[src/fb_pkg.sv]
/*
  Constants, register map and state type of the fieldbus supervisor.
  Assumes a single 200 MHz clock and a plain register port.
*/
package fb_pkg;
  localparam logic [7:0] ADDR_CTRL = 8'h00;
  localparam logic [7:0] ADDR_NODE = 8'h04;
  localparam logic [7:0] ADDR_STATUS = 8'h08;
  localparam logic [7:0] ADDR_EFFECTIVE = 8'h0c;
  localparam int CTRL_FB_CONTROL = 0;
  localparam int CTRL_INTERNAL = 1;
  localparam int CTRL_PARAM_BLOCK = 2;
  localparam int CTRL_TRIP_ON_LOSS = 3;
  localparam int CTRL_AUTO_CLEAR = 4;
  localparam int CTRL_TRIP_RESET = 5;
  localparam logic CTRL_FB_CONTROL_RST = 1'h0;
  localparam logic CTRL_INTERNAL_RST = 1'h0;
  localparam logic CTRL_PARAM_BLOCK_RST = 1'h0;
  localparam logic CTRL_TRIP_ON_LOSS_RST = 1'h0;
  localparam logic CTRL_AUTO_CLEAR_RST = 1'h0;
  localparam logic [7:0] NODE_RST = 8'hff;
  localparam logic [7:0] NODE_USE_PLUG = 8'hff;
  localparam int CLOCK_HZ = 200000000;
  localparam int TICK_TIME_MS = 1;
  localparam int TICK_CYCLES = CLOCK_HZ / 1000 * TICK_TIME_MS;
  localparam int HOLDOFF_TIME_S = 10;
  localparam int HOLDOFF_TICKS = HOLDOFF_TIME_S * 1000 / TICK_TIME_MS;
  localparam int SUPERVISION_TIME_MS = 500;
  localparam int SUPERVISION_TICKS = SUPERVISION_TIME_MS / TICK_TIME_MS;
  localparam int COUNT_W = 16;
  typedef enum logic [2:0] {
    st_off,
    st_online,
    st_holdoff,
    st_fallback,
    st_tripped
  } fb_state_t;
endpackage

[src/sync2.sv]
/*
  Two-flop synchroniser for pin inputs.
  Assumes the synchronous reset copy of the design.
*/
`timescale 1ns/1ps
module sync2 #(
  parameter int WIDTH = 1
) (
  // Clock and reset
  input wire logic clock,
  input wire logic rst_n,
  // Data
  input wire logic [WIDTH-1:0] d,
  output logic [WIDTH-1:0] q
);
  logic [WIDTH-1:0] stage1;

  always_ff @(posedge clock or negedge rst_n)
  begin
    if (!rst_n)
    begin
      stage1 <= '0;
      q <= '0;
    end
    else
    begin
      stage1 <= d;
      q <= stage1;
    end
  end
endmodule

[src/tick_divider.sv]
/*
  Divider giving a one-cycle enable pulse every CYCLES clocks.
  Assumes a single clock domain.
*/
`timescale 1ns/1ps
module tick_divider #(
  parameter int CYCLES = 200000
) (
  // Clock and reset
  input wire logic clock,
  input wire logic rst_n,
  // Enable pulse
  output logic tick
);
  localparam int W = $clog2(CYCLES + 1);
  localparam logic [W-1:0] LAST = W'(CYCLES - 1);
  logic [W-1:0] count;

  always_ff @(posedge clock or negedge rst_n)
  begin
    if (!rst_n)
    begin
      count <= '0;
      tick <= 1'b0;
    end
    else
    begin
      tick <= (count == LAST);
      count <= (count == LAST) ? '0 : count + W'(1);
    end
  end
endmodule

[src/fieldbus_supervisor.sv]
/*
  Fieldbus control and fault supervisor of a motor starter.
  Assumes a plug receiver on the same clock that flags good frames and
  commands, and plug pins and local inputs that need synchronising.
*/
// The register offsets and the plain strobed port are this design's own decisions.
`timescale 1ns/1ps
module fieldbus_supervisor #(
  parameter int TICK_CYCLES = fb_pkg::TICK_CYCLES,
  parameter int HOLDOFF_TICKS = fb_pkg::HOLDOFF_TICKS,
  parameter int SUPERVISION_TICKS = fb_pkg::SUPERVISION_TICKS
) (
  // Clock and reset
  input wire logic clock,
  input wire logic arst_n,
  // Register port
  input wire logic [7:0] reg_addr,
  input wire logic [31:0] reg_wdata,
  input wire logic reg_write,
  input wire logic reg_read,
  output logic [31:0] reg_rdata,
  // Plug pins
  input wire logic plug_present,
  input wire logic [7:0] plug_address,
  // Plug receiver
  input wire logic link_frame_ok,
  input wire logic fb_cmd_valid,
  input wire logic fb_cmd_start,
  input wire logic fb_cmd_stop,
  input wire logic fb_read_req,
  input wire logic fb_param_req,
  output logic fb_cmd_taken,
  output logic fb_read_ack,
  output logic fb_param_ack,
  // Local hard-wired inputs
  input wire logic local_start,
  input wire logic local_stop,
  // Status and control out
  output logic motor_run,
  output logic trip,
  output logic fieldbus_in_control,
  output logic comm_enabled,
  output logic iface_reset,
  output logic internal_modbus_on,
  output logic [7:0] node_address_used
);
  localparam logic [15:0] HOLD_LAST = 16'(HOLDOFF_TICKS);
  localparam logic [15:0] SUP_LAST = 16'(SUPERVISION_TICKS);

  logic rst_q1;
  logic rst_n;
  logic tick;
  logic plug_s;
  logic [7:0] plug_addr_s;
  logic local_start_s;
  logic local_stop_s;
  logic control_on;
  logic internal_sel;
  logic param_load_blocked;
  logic trip_on_loss;
  logic auto_clear;
  logic trip_reset_req;
  logic [7:0] node;
  logic [15:0] link_age;
  logic [15:0] hold_count;
  logic lost;
  logic holdoff_done;
  logic wr_ctrl;
  logic wr_node;
  fb_pkg::fb_state_t state;
  fb_pkg::fb_state_t next_state;

  // Reset release
  always_ff @(posedge clock or negedge arst_n)
  begin
    if (!arst_n)
    begin
      rst_q1 <= 1'b0;
      rst_n <= 1'b0;
    end
    else
    begin
      rst_q1 <= 1'b1;
      rst_n <= rst_q1;
    end
  end

  sync2 #(.WIDTH(11)) pin_sync (
    .clock(clock),
    .rst_n(rst_n),
    .d({plug_present, plug_address, local_start, local_stop}),
    .q({plug_s, plug_addr_s, local_start_s, local_stop_s})
  );

  tick_divider #(.CYCLES(TICK_CYCLES)) ms_tick (
    .clock(clock),
    .rst_n(rst_n),
    .tick(tick)
  );

  function automatic logic hit(input logic [7:0] a, input logic [7:0] target);
    hit = (a == target);
  endfunction

  assign wr_ctrl = reg_write && hit(reg_addr, fb_pkg::ADDR_CTRL);
  assign wr_node = reg_write && hit(reg_addr, fb_pkg::ADDR_NODE);

  // Control settings
  always_ff @(posedge clock or negedge rst_n)
  begin
    if (!rst_n)
    begin
      control_on <= fb_pkg::CTRL_FB_CONTROL_RST;
      internal_sel <= fb_pkg::CTRL_INTERNAL_RST;
      param_load_blocked <= fb_pkg::CTRL_PARAM_BLOCK_RST;
      trip_on_loss <= fb_pkg::CTRL_TRIP_ON_LOSS_RST;
      auto_clear <= fb_pkg::CTRL_AUTO_CLEAR_RST;
    end
    else if (wr_ctrl)
    begin
      control_on <= reg_wdata[fb_pkg::CTRL_FB_CONTROL];
      internal_sel <= reg_wdata[fb_pkg::CTRL_INTERNAL];
      param_load_blocked <= reg_wdata[fb_pkg::CTRL_PARAM_BLOCK];
      if (control_on)
      begin
        trip_on_loss <= reg_wdata[fb_pkg::CTRL_TRIP_ON_LOSS];
      end
      if (control_on && trip_on_loss)
      begin
        auto_clear <= reg_wdata[fb_pkg::CTRL_AUTO_CLEAR];
      end
    end
  end

  // Manual trip reset pulse
  always_ff @(posedge clock or negedge rst_n)
  begin
    if (!rst_n)
    begin
      trip_reset_req <= 1'b0;
    end
    else
    begin
      trip_reset_req <= wr_ctrl && reg_wdata[fb_pkg::CTRL_TRIP_RESET];
    end
  end

  // Node address and interface reset
  always_ff @(posedge clock or negedge rst_n)
  begin
    if (!rst_n)
    begin
      node <= fb_pkg::NODE_RST;
      iface_reset <= 1'b0;
    end
    else
    begin
      iface_reset <= wr_node && (reg_wdata[7:0] != node);
      if (wr_node)
      begin
        node <= reg_wdata[7:0];
      end
    end
  end

  always_ff @(posedge clock or negedge rst_n)
  begin
    if (!rst_n)
    begin
      node_address_used <= fb_pkg::NODE_RST;
    end
    else
    begin
      node_address_used <= (node == fb_pkg::NODE_USE_PLUG) ? plug_addr_s : node;
    end
  end

  assign comm_enabled = plug_s || internal_sel;
  assign internal_modbus_on = internal_sel;

  // Link supervision
  always_ff @(posedge clock or negedge rst_n)
  begin
    if (!rst_n)
    begin
      link_age <= '0;
    end
    else if (link_frame_ok || iface_reset)
    begin
      link_age <= '0;
    end
    else if (tick && link_age < SUP_LAST)
    begin
      link_age <= link_age + 16'h0001;
    end
  end

  assign lost = !comm_enabled || (link_age >= SUP_LAST);

  // Hold-off timer
  always_ff @(posedge clock or negedge rst_n)
  begin
    if (!rst_n)
    begin
      hold_count <= '0;
    end
    else if (state != fb_pkg::st_holdoff)
    begin
      hold_count <= '0;
    end
    else if (tick && hold_count < HOLD_LAST)
    begin
      hold_count <= hold_count + 16'h0001;
    end
  end

  assign holdoff_done = (hold_count >= HOLD_LAST);

  // Supervision state
  always_comb
  begin
    next_state = state;
    case (state)
      fb_pkg::st_off:
      begin
        if (control_on)
        begin
          if (!lost)
          begin
            next_state = fb_pkg::st_online;
          end
          else
          begin
            next_state = trip_on_loss ? fb_pkg::st_tripped : fb_pkg::st_fallback;
          end
        end
      end
      fb_pkg::st_online, fb_pkg::st_holdoff:
      begin
        if (!control_on)
        begin
          next_state = fb_pkg::st_off;
        end
        else if (lost)
        begin
          next_state = trip_on_loss ? fb_pkg::st_tripped : fb_pkg::st_fallback;
        end
        else if (state == fb_pkg::st_holdoff && holdoff_done)
        begin
          next_state = fb_pkg::st_online;
        end
      end
      fb_pkg::st_fallback:
      begin
        if (!control_on)
        begin
          next_state = fb_pkg::st_off;
        end
        else if (!lost)
        begin
          next_state = fb_pkg::st_holdoff;
        end
      end
      fb_pkg::st_tripped:
      begin
        if ((auto_clear && !lost) || (!auto_clear && trip_reset_req))
        begin
          next_state = control_on ? fb_pkg::st_holdoff : fb_pkg::st_off;
        end
      end
      default:
      begin
        next_state = fb_pkg::st_off;
      end
    endcase
  end

  always_ff @(posedge clock or negedge rst_n)
  begin
    if (!rst_n)
    begin
      state <= fb_pkg::st_off;
    end
    else
    begin
      state <= next_state;
    end
  end

  assign fb_cmd_taken = fb_cmd_valid && control_on && (state == fb_pkg::st_online);
  assign fb_read_ack = fb_read_req && comm_enabled;
  assign fb_param_ack = fb_param_req && comm_enabled && !param_load_blocked;
  assign trip = (state == fb_pkg::st_tripped);
  assign fieldbus_in_control = (state == fb_pkg::st_online) || (state == fb_pkg::st_holdoff);

  // Motor command
  always_ff @(posedge clock or negedge rst_n)
  begin
    if (!rst_n)
    begin
      motor_run <= 1'b0;
    end
    else
    begin
      case (state)
        fb_pkg::st_tripped:
        begin
          motor_run <= 1'b0;
        end
        fb_pkg::st_online:
        begin
          if (fb_cmd_taken && fb_cmd_stop)
          begin
            motor_run <= 1'b0;
          end
          else if (fb_cmd_taken && fb_cmd_start)
          begin
            motor_run <= 1'b1;
          end
        end
        fb_pkg::st_off, fb_pkg::st_fallback:
        begin
          if (local_stop_s)
          begin
            motor_run <= 1'b0;
          end
          else if (local_start_s)
          begin
            motor_run <= 1'b1;
          end
        end
        default:
        begin
          motor_run <= motor_run;
        end
      endcase
    end
  end

  // Register read, data one cycle after the strobe
  always_ff @(posedge clock or negedge rst_n)
  begin
    if (!rst_n)
    begin
      reg_rdata <= '0;
    end
    else if (reg_read)
    begin
      reg_rdata <= '0;
      if (hit(reg_addr, fb_pkg::ADDR_CTRL))
      begin
        reg_rdata[fb_pkg::CTRL_FB_CONTROL] <= control_on;
        reg_rdata[fb_pkg::CTRL_INTERNAL] <= internal_sel;
        reg_rdata[fb_pkg::CTRL_PARAM_BLOCK] <= param_load_blocked;
        reg_rdata[fb_pkg::CTRL_TRIP_ON_LOSS] <= control_on && trip_on_loss;
        reg_rdata[fb_pkg::CTRL_AUTO_CLEAR] <= control_on && trip_on_loss && auto_clear;
      end
      else if (hit(reg_addr, fb_pkg::ADDR_NODE))
      begin
        reg_rdata[7:0] <= node;
      end
      else if (hit(reg_addr, fb_pkg::ADDR_STATUS))
      begin
        reg_rdata[7:0] <= {plug_s, motor_run, lost, state == fb_pkg::st_holdoff,
          trip, state == fb_pkg::st_fallback, fieldbus_in_control, comm_enabled};
      end
      else if (hit(reg_addr, fb_pkg::ADDR_EFFECTIVE))
      begin
        reg_rdata[7:0] <= node_address_used;
      end
    end
  end
endmodule

[config.mk]
export PLATFORM = sky130hd
export DESIGN_NAME = fieldbus_supervisor
export DESIGN_NICKNAME = d
export VERILOG_FILES = /design/src/fb_pkg.sv /design/src/sync2.sv /design/src/tick_divider.sv /design/src/fieldbus_supervisor.sv
export SDC_FILE = /design/constraint.sdc
export NUM_CORES = 1
export LEC_CHECK = 0
export ABC_AREA = 1
export BUFFER_PORTS_ARGS = -buffer_cell sky130_fd_sc_hd__clkbuf_2
export CORE_ASPECT_RATIO = 2
export CORE_MARGIN = 5
export CORE_UTILIZATION = 40
export CTS_CLUSTER_DIAMETER = 30
export CTS_CLUSTER_SIZE = 40
export DETAILED_ROUTE_END_ITERATION = 10
export PLACE_DENSITY = 0.7
export SYNTH_ARGS = -nofsm -noshare
export SYNTH_HDL_FRONTEND = slang
export SYNTH_SLANG_ARGS = --single-unit
[constraint.sdc]
create_clock -name clock -period 3.8 [get_ports clock]
set_clock_uncertainty 0.15 [all_clocks]
set_input_delay 0.38 -clock clock [delete_from_list [all_inputs] [get_ports clock]]
set_output_delay 0.38 -clock clock [all_outputs]
set_load 0.005 [all_outputs]
* After elaboration in Yosys (flattened, before gate mapping)
Cells that the tools add are included.
W data, S select, Z words.
** Cells by class
- Equal/unequal tests :: 17
- $add $sub $neg :: 3
- Reduce and logical (&&, ||, !) cells :: 38
- $mul :: 0
- Magnitude comparators :: 4
- Shift-type cells :: 0
- Muxes and demuxes :: 27
- Bitwise gates (word level) :: 0
- Divide/modulo/power cells :: 0
** Operators by type and width (count)
- $mux W16 :: 4
- $add A16 B1 Y16 const B :: 2
- $mux W8 :: 4
- $mux W3 :: 10
- $add A18 B1 Y18 const B :: 1
- $eq A18 B18 Y1 const B :: 1
- $logic_and A1 B1 Y1 :: 18
- $mux W18 :: 1
- $eq A8 B4 Y1 const B :: 2
- $ge A16 B14 Y1 const B :: 1
- $ge A16 B9 Y1 const B :: 1
- $lt A16 B14 Y1 const B :: 1
- $lt A16 B9 Y1 const B :: 1
- $pmux W3 S4 :: 1
- $eq A8 B3 Y1 const B :: 1
- $eq A8 B8 Y1 const B :: 1
- $logic_not A8 Y1 :: 1
- $ne A8 B8 Y1 :: 1
- $eq A3 B2 Y1 const B :: 2
- $ne A3 B1 Y1 const B :: 2
- $logic_or A1 B1 Y1 :: 5
- $mux W5 :: 1
- $logic_not A1 Y1 :: 4
- $mux W1 :: 4
- other kinds (16) :: 19
** Storage, ports and cells
- Bits in writable memories :: 0
- Bits in registers :: 110
- ROM bits :: 0
- Bits in latches :: 0
- Input port bits :: 61
- Word-level logic and storage cells :: 109
- Output and inout port bits :: 49
- Memories :: 0

* Logic depth before layout (Yosys ltp)
- Depth after elaboration :: 8
- Depth in mapped cells :: 11
- Depth with buffers taken out :: 11

* Cells and area by module
Synthesis repeated with hierarchy kept, for this count alone.
** Unflattened totals
- Cells, all modules :: 655
- Area, all modules :: 5649.2 um^2
** Modules (own cells, without submodules)
- fieldbus_supervisor :: area each 4072.7 um^2, cells each 502, times used 1
- tick_divider :: area each 1026.0 um^2, cells each 131, times used 1
- sync2 :: area each 550.5 um^2, cells each 22, times used 1

* Worst setup path after synthesis
OpenSTA, ideal clock, no wires.
- Kind :: reg2reg
- Start point :: register ms_tick.count[0]
- End point :: register ms_tick.count[14]
- Slack :: 2207 ps
- Clock period less this slack :: 1593 ps
- Setup time :: 121 ps
- Cell stages (with the launch flop) :: 10
- Buffers on the path :: 0
- Arrival :: 1321 ps
- Path through :: dfrtp_1 > ha_1 > nand2_1 > nor2_2 > nand2_2 > nor2_2 > nand2_2 > nor2_1 > nand2_1 > xor2_1
** Between the ends
- Cells in the longest elaborated chain, start to end :: 2
** Ends and longest elaborated chain
- start, declared :: line tick_divider.sv:17 : logic [W-1:0] count;
- start signal, assigned :: line tick_divider.sv:29 : count <= (count == LAST) ? '0 : count + W'(1);
- $add A18 B1 Y18 or $eq A18 B18 Y1 (tied branches) :: line tick_divider.sv:29
- $mux W18 (*) :: line tick_divider.sv:29
Every way passes the cells marked *; elsewhere a longest branch is shown, timed or not.
A chain may end at the register's enable or synchronous reset.

* Worst setup path after layout
- Start point :: register state[2]
- End point :: output fieldbus_in_control
** Between the ends
- Cells in the longest elaborated chain, start to end :: 2
** Ends and longest elaborated chain
- start, declared :: line fieldbus_supervisor.sv:70 : fb_pkg::fb_state_t state;
- start signal, assigned :: line fieldbus_supervisor.sv:282 : state <= fb_pkg::st_off;
- start signal, assigned :: line fieldbus_supervisor.sv:286 : state <= next_state;
- $eq A3 B1 Y1 or $eq A3 B2 Y1 (tied branches) :: line fieldbus_supervisor.sv:294 : assign fieldbus_in_control = (state == fb_pkg::st_online) || (state == fb_pkg::st_holdoff);
- $logic_or A1 B1 Y1 (*) :: line fieldbus_supervisor.sv:294
- end, declared :: line fieldbus_supervisor.sv:41 : output logic fieldbus_in_control,
Marks and branches as above.

==> out/results.ini <==
[run_status]
outcome = complete, no violations

[yosys]
synthDistinctLibCells = 40
synth-edff-count = 0
ys_ff_latch = 110
async_flop_share = 1.00
yosysSeqAreaShare = 0.514
ys.flop_type = dfrtp_1
synthCells = 646
syn_area_per_cell_um2 = 8.35
synth_warnings = 0
synth_area_um2 = 5400

[place]
dp_cells = 858
place_hpwl_um = 9250
portBuffers = 61
gp_congestion = 0.848
preCtsSetupSlack_ps = 1890

[global_route]
grt_pass1_vias = 4383
grt-ovfl-total = 0
grt_max_degree = 77
grtUsageTotal = 0.156
grt_pass1_wl_um = 20000
antenna_found_initial = 0

[cells_and_area]
final_cell_mix = nand2_1, dfrtp_1, inv_1, nor2_1, clkbuf_2
final_common_cell = nand2_1
drive_gt1_frac = 0.173
nNetsFinal = 791
instances_no_fill = 885
nFillCells = 1317
utilization = 0.467
syn_to_final_growth_pct = 15.7
antennaDiodeCount = 0

[timing]
hold_violations = 0
max_freq_ghz = 0.487
rsz0062_at_grt = no
setup_ws_ps = 1750
tightest_slew_ps = 962
tns_ps = 0
final-setup-viol-count = 0
period_share = 0.540
fin_crit_ps = 2050
worst_slew_margin_rel = 0.359
slew_violations = 0

[drt]
wl_met2_um = 6600
wl_met1_um = 4450
vias = 4347
wirelength_um = 12000
drtIter0Drc = 196
routed_via_density = 4.91
highest_layer = met4
drt_first_pass_iters = 4
drc = 0
wl_per_cell_um = 13.5
wl_met3_um = 461
ant_nets = 0

[floorplanning]
die_x_um = 92.1
initial_core_util = 0.404
row_count = 60
die_height_um = 174
core-area_um2 = 13400
dieArea_um2 = 16100
ios = 110

[worst_setup_path]
critPathRequiredTime_ps = 3270
r2r_start = hold_count[11]$_DFFE_PN0P_
timing.critical_path.to_type = primary output
ff2ff_setup_slack_ps = 1880
r2r_cells = 10
cp.arrival_ps = 1520
path_class = reg -> out
worstSetupStartpointType = register
worstReg2RegEnd = hold_count[9]$_DFFE_PN0P_
crit_fanout = 7

[clock_tree]
cts_resized = 0
cts.sinks = 110
clk_pin_slew_ps = 70
cts_buffers = 9
clockRootBuffer = clkbuf_16
clkLatencyLatePin_ps = 340
tritoncts = done
cts_max_path_buffers = 2
htree_levels = 3
cts_setup_buffers = 0

[worst_hold_path]
min_path_type = in -> reg
whs_endpoint = pin_sync.stage1[10]$_DFF_PN0_
min-delay-start = plug_present
hold_depth = 1

[power_and_ir_drop]
power.density_nw_per_um2 = 419
p_total_mw = 2.61
p_leak_nw = 3.02
ir_drop_uv = 225

[flow_run]
max-cap-violations = 0

## Yosys cell counts, drive strengths merged, types with 2 or more instances
master	number	area [µm²]
a21oi	32	164
buf	28	213
conb	2	7.51
dfrtp	94	2350
dfstp	16	420
ha	5	62.6
inv	93	349
nand2	140	546
nand3	38	195
nand4	17	106
nor2	85	334
nor3	21	131
nor3b	2	15.0
nor4	2	12.5
o211ai	5	37.5
o21ai	37	211
or2	4	25.0
xor2	17	149
## critical path: stages, from the launching register on
cell and delay, ps:
dfrtp_1 390, inv_1 110, nand3_2 220, nand2_1 300, clkbuf_2 170
## how the worst max path moves through the flow
stage | startpoint | slack (ps) | cells after the start | to
global route | state[2]$_DFFE_PN0P_ | 1650 | 4 | fieldbus_in_control
global placement | hold_count[11]$_DFFE_PN0P_ | 1920 | 10 | hold_count[9]$_DFFE_PN0P_
CTS | state[2]$_DFFE_PN0P_ | 1740 | 4 | fieldbus_in_control
floorplan | rst_n$_DFF_PN0_ | 390 | 0 | auto_clear$_DFFE_PN0P_
finish | state[2]$_DFFE_PN0P_ | 1750 | 4 | fieldbus_in_control
detailed placement | hold_count[11]$_DFFE_PN0P_ | 1890 | 10 | hold_count[9]$_DFFE_PN0P_
## area by class of cell
class	instances	area, µm²	share of cell area
Clock buffer	11	243	0.0389
Clock inverter	5	106	0.0170
Multi-Input combinational cell	437	2140	0.343
Sequential cell	110	2780	0.445
Tap cell	155	194	0.0311
Timing Repair Buffer	74	430	0.0689
Inverter	93	349	0.0559
## power breakdown
part	switching, mW	total, mW	internal [mW]
Combinational	0.190	0.288	0.0975
Sequential	0.0471	1.26	1.22
Clock	0.400	1.06	0.663
Total	0.638	2.61	1.98
## per-layer routing
layer / vias to the layer above / global-route usage
li1: 2161 / -
met1: 2055 / 0.162
met2: 103 / 0.300
met3: 28 / 0.0243
met4: 0 / 0.0713
met5: - / 0
## cell families (layout without fill, tap and decap cells)
kind of cell | Yosys count | after routing | synth area share
AND/OR/NAND/NOR | 310 | 310 | 0.254
AO/OA/AOI/OAI | 79 | 79 | 0.0849
XOR/XNOR | 18 | 18 | 0.0292
other | 2 | 25 | 0.00139
adder cells (fa/ha/maj) | 5 | 5 | 0.0116
flip-flops | 110 | 110 | 0.514
buffers and inverters | 122 | 183 | 0.105
## stage by stage
stage	area [µm²]	hold WS, ps
2_1_floorplan	5480	-65.6
3_3_place_gp	5780	21.8
3_5_place_dp	5780	20.1
4_1_cts	6240	30.8
5_1_grt	6240	20.5
6_report	6240	34.7
## repair_timing
| item | 4_1_cts | 5_1_grt |
|---|---|---|
| hold buffers | 11 | 0 |
| endpoints found under the hold margin | 12 | 0 |
| setup endpoints to repair | 0 | 0 |
## registers in the layout (all words and copies together), names as in the netlist, 3 cells and up
signal	flops
node	8
pin_sync.stage1	11
ms_tick.count	18
pin_sync.q	11
hold_count	16
node_address_used	8
state	3
reg_rdata	8
link_age	16
(Power assumes the default switching activity.)
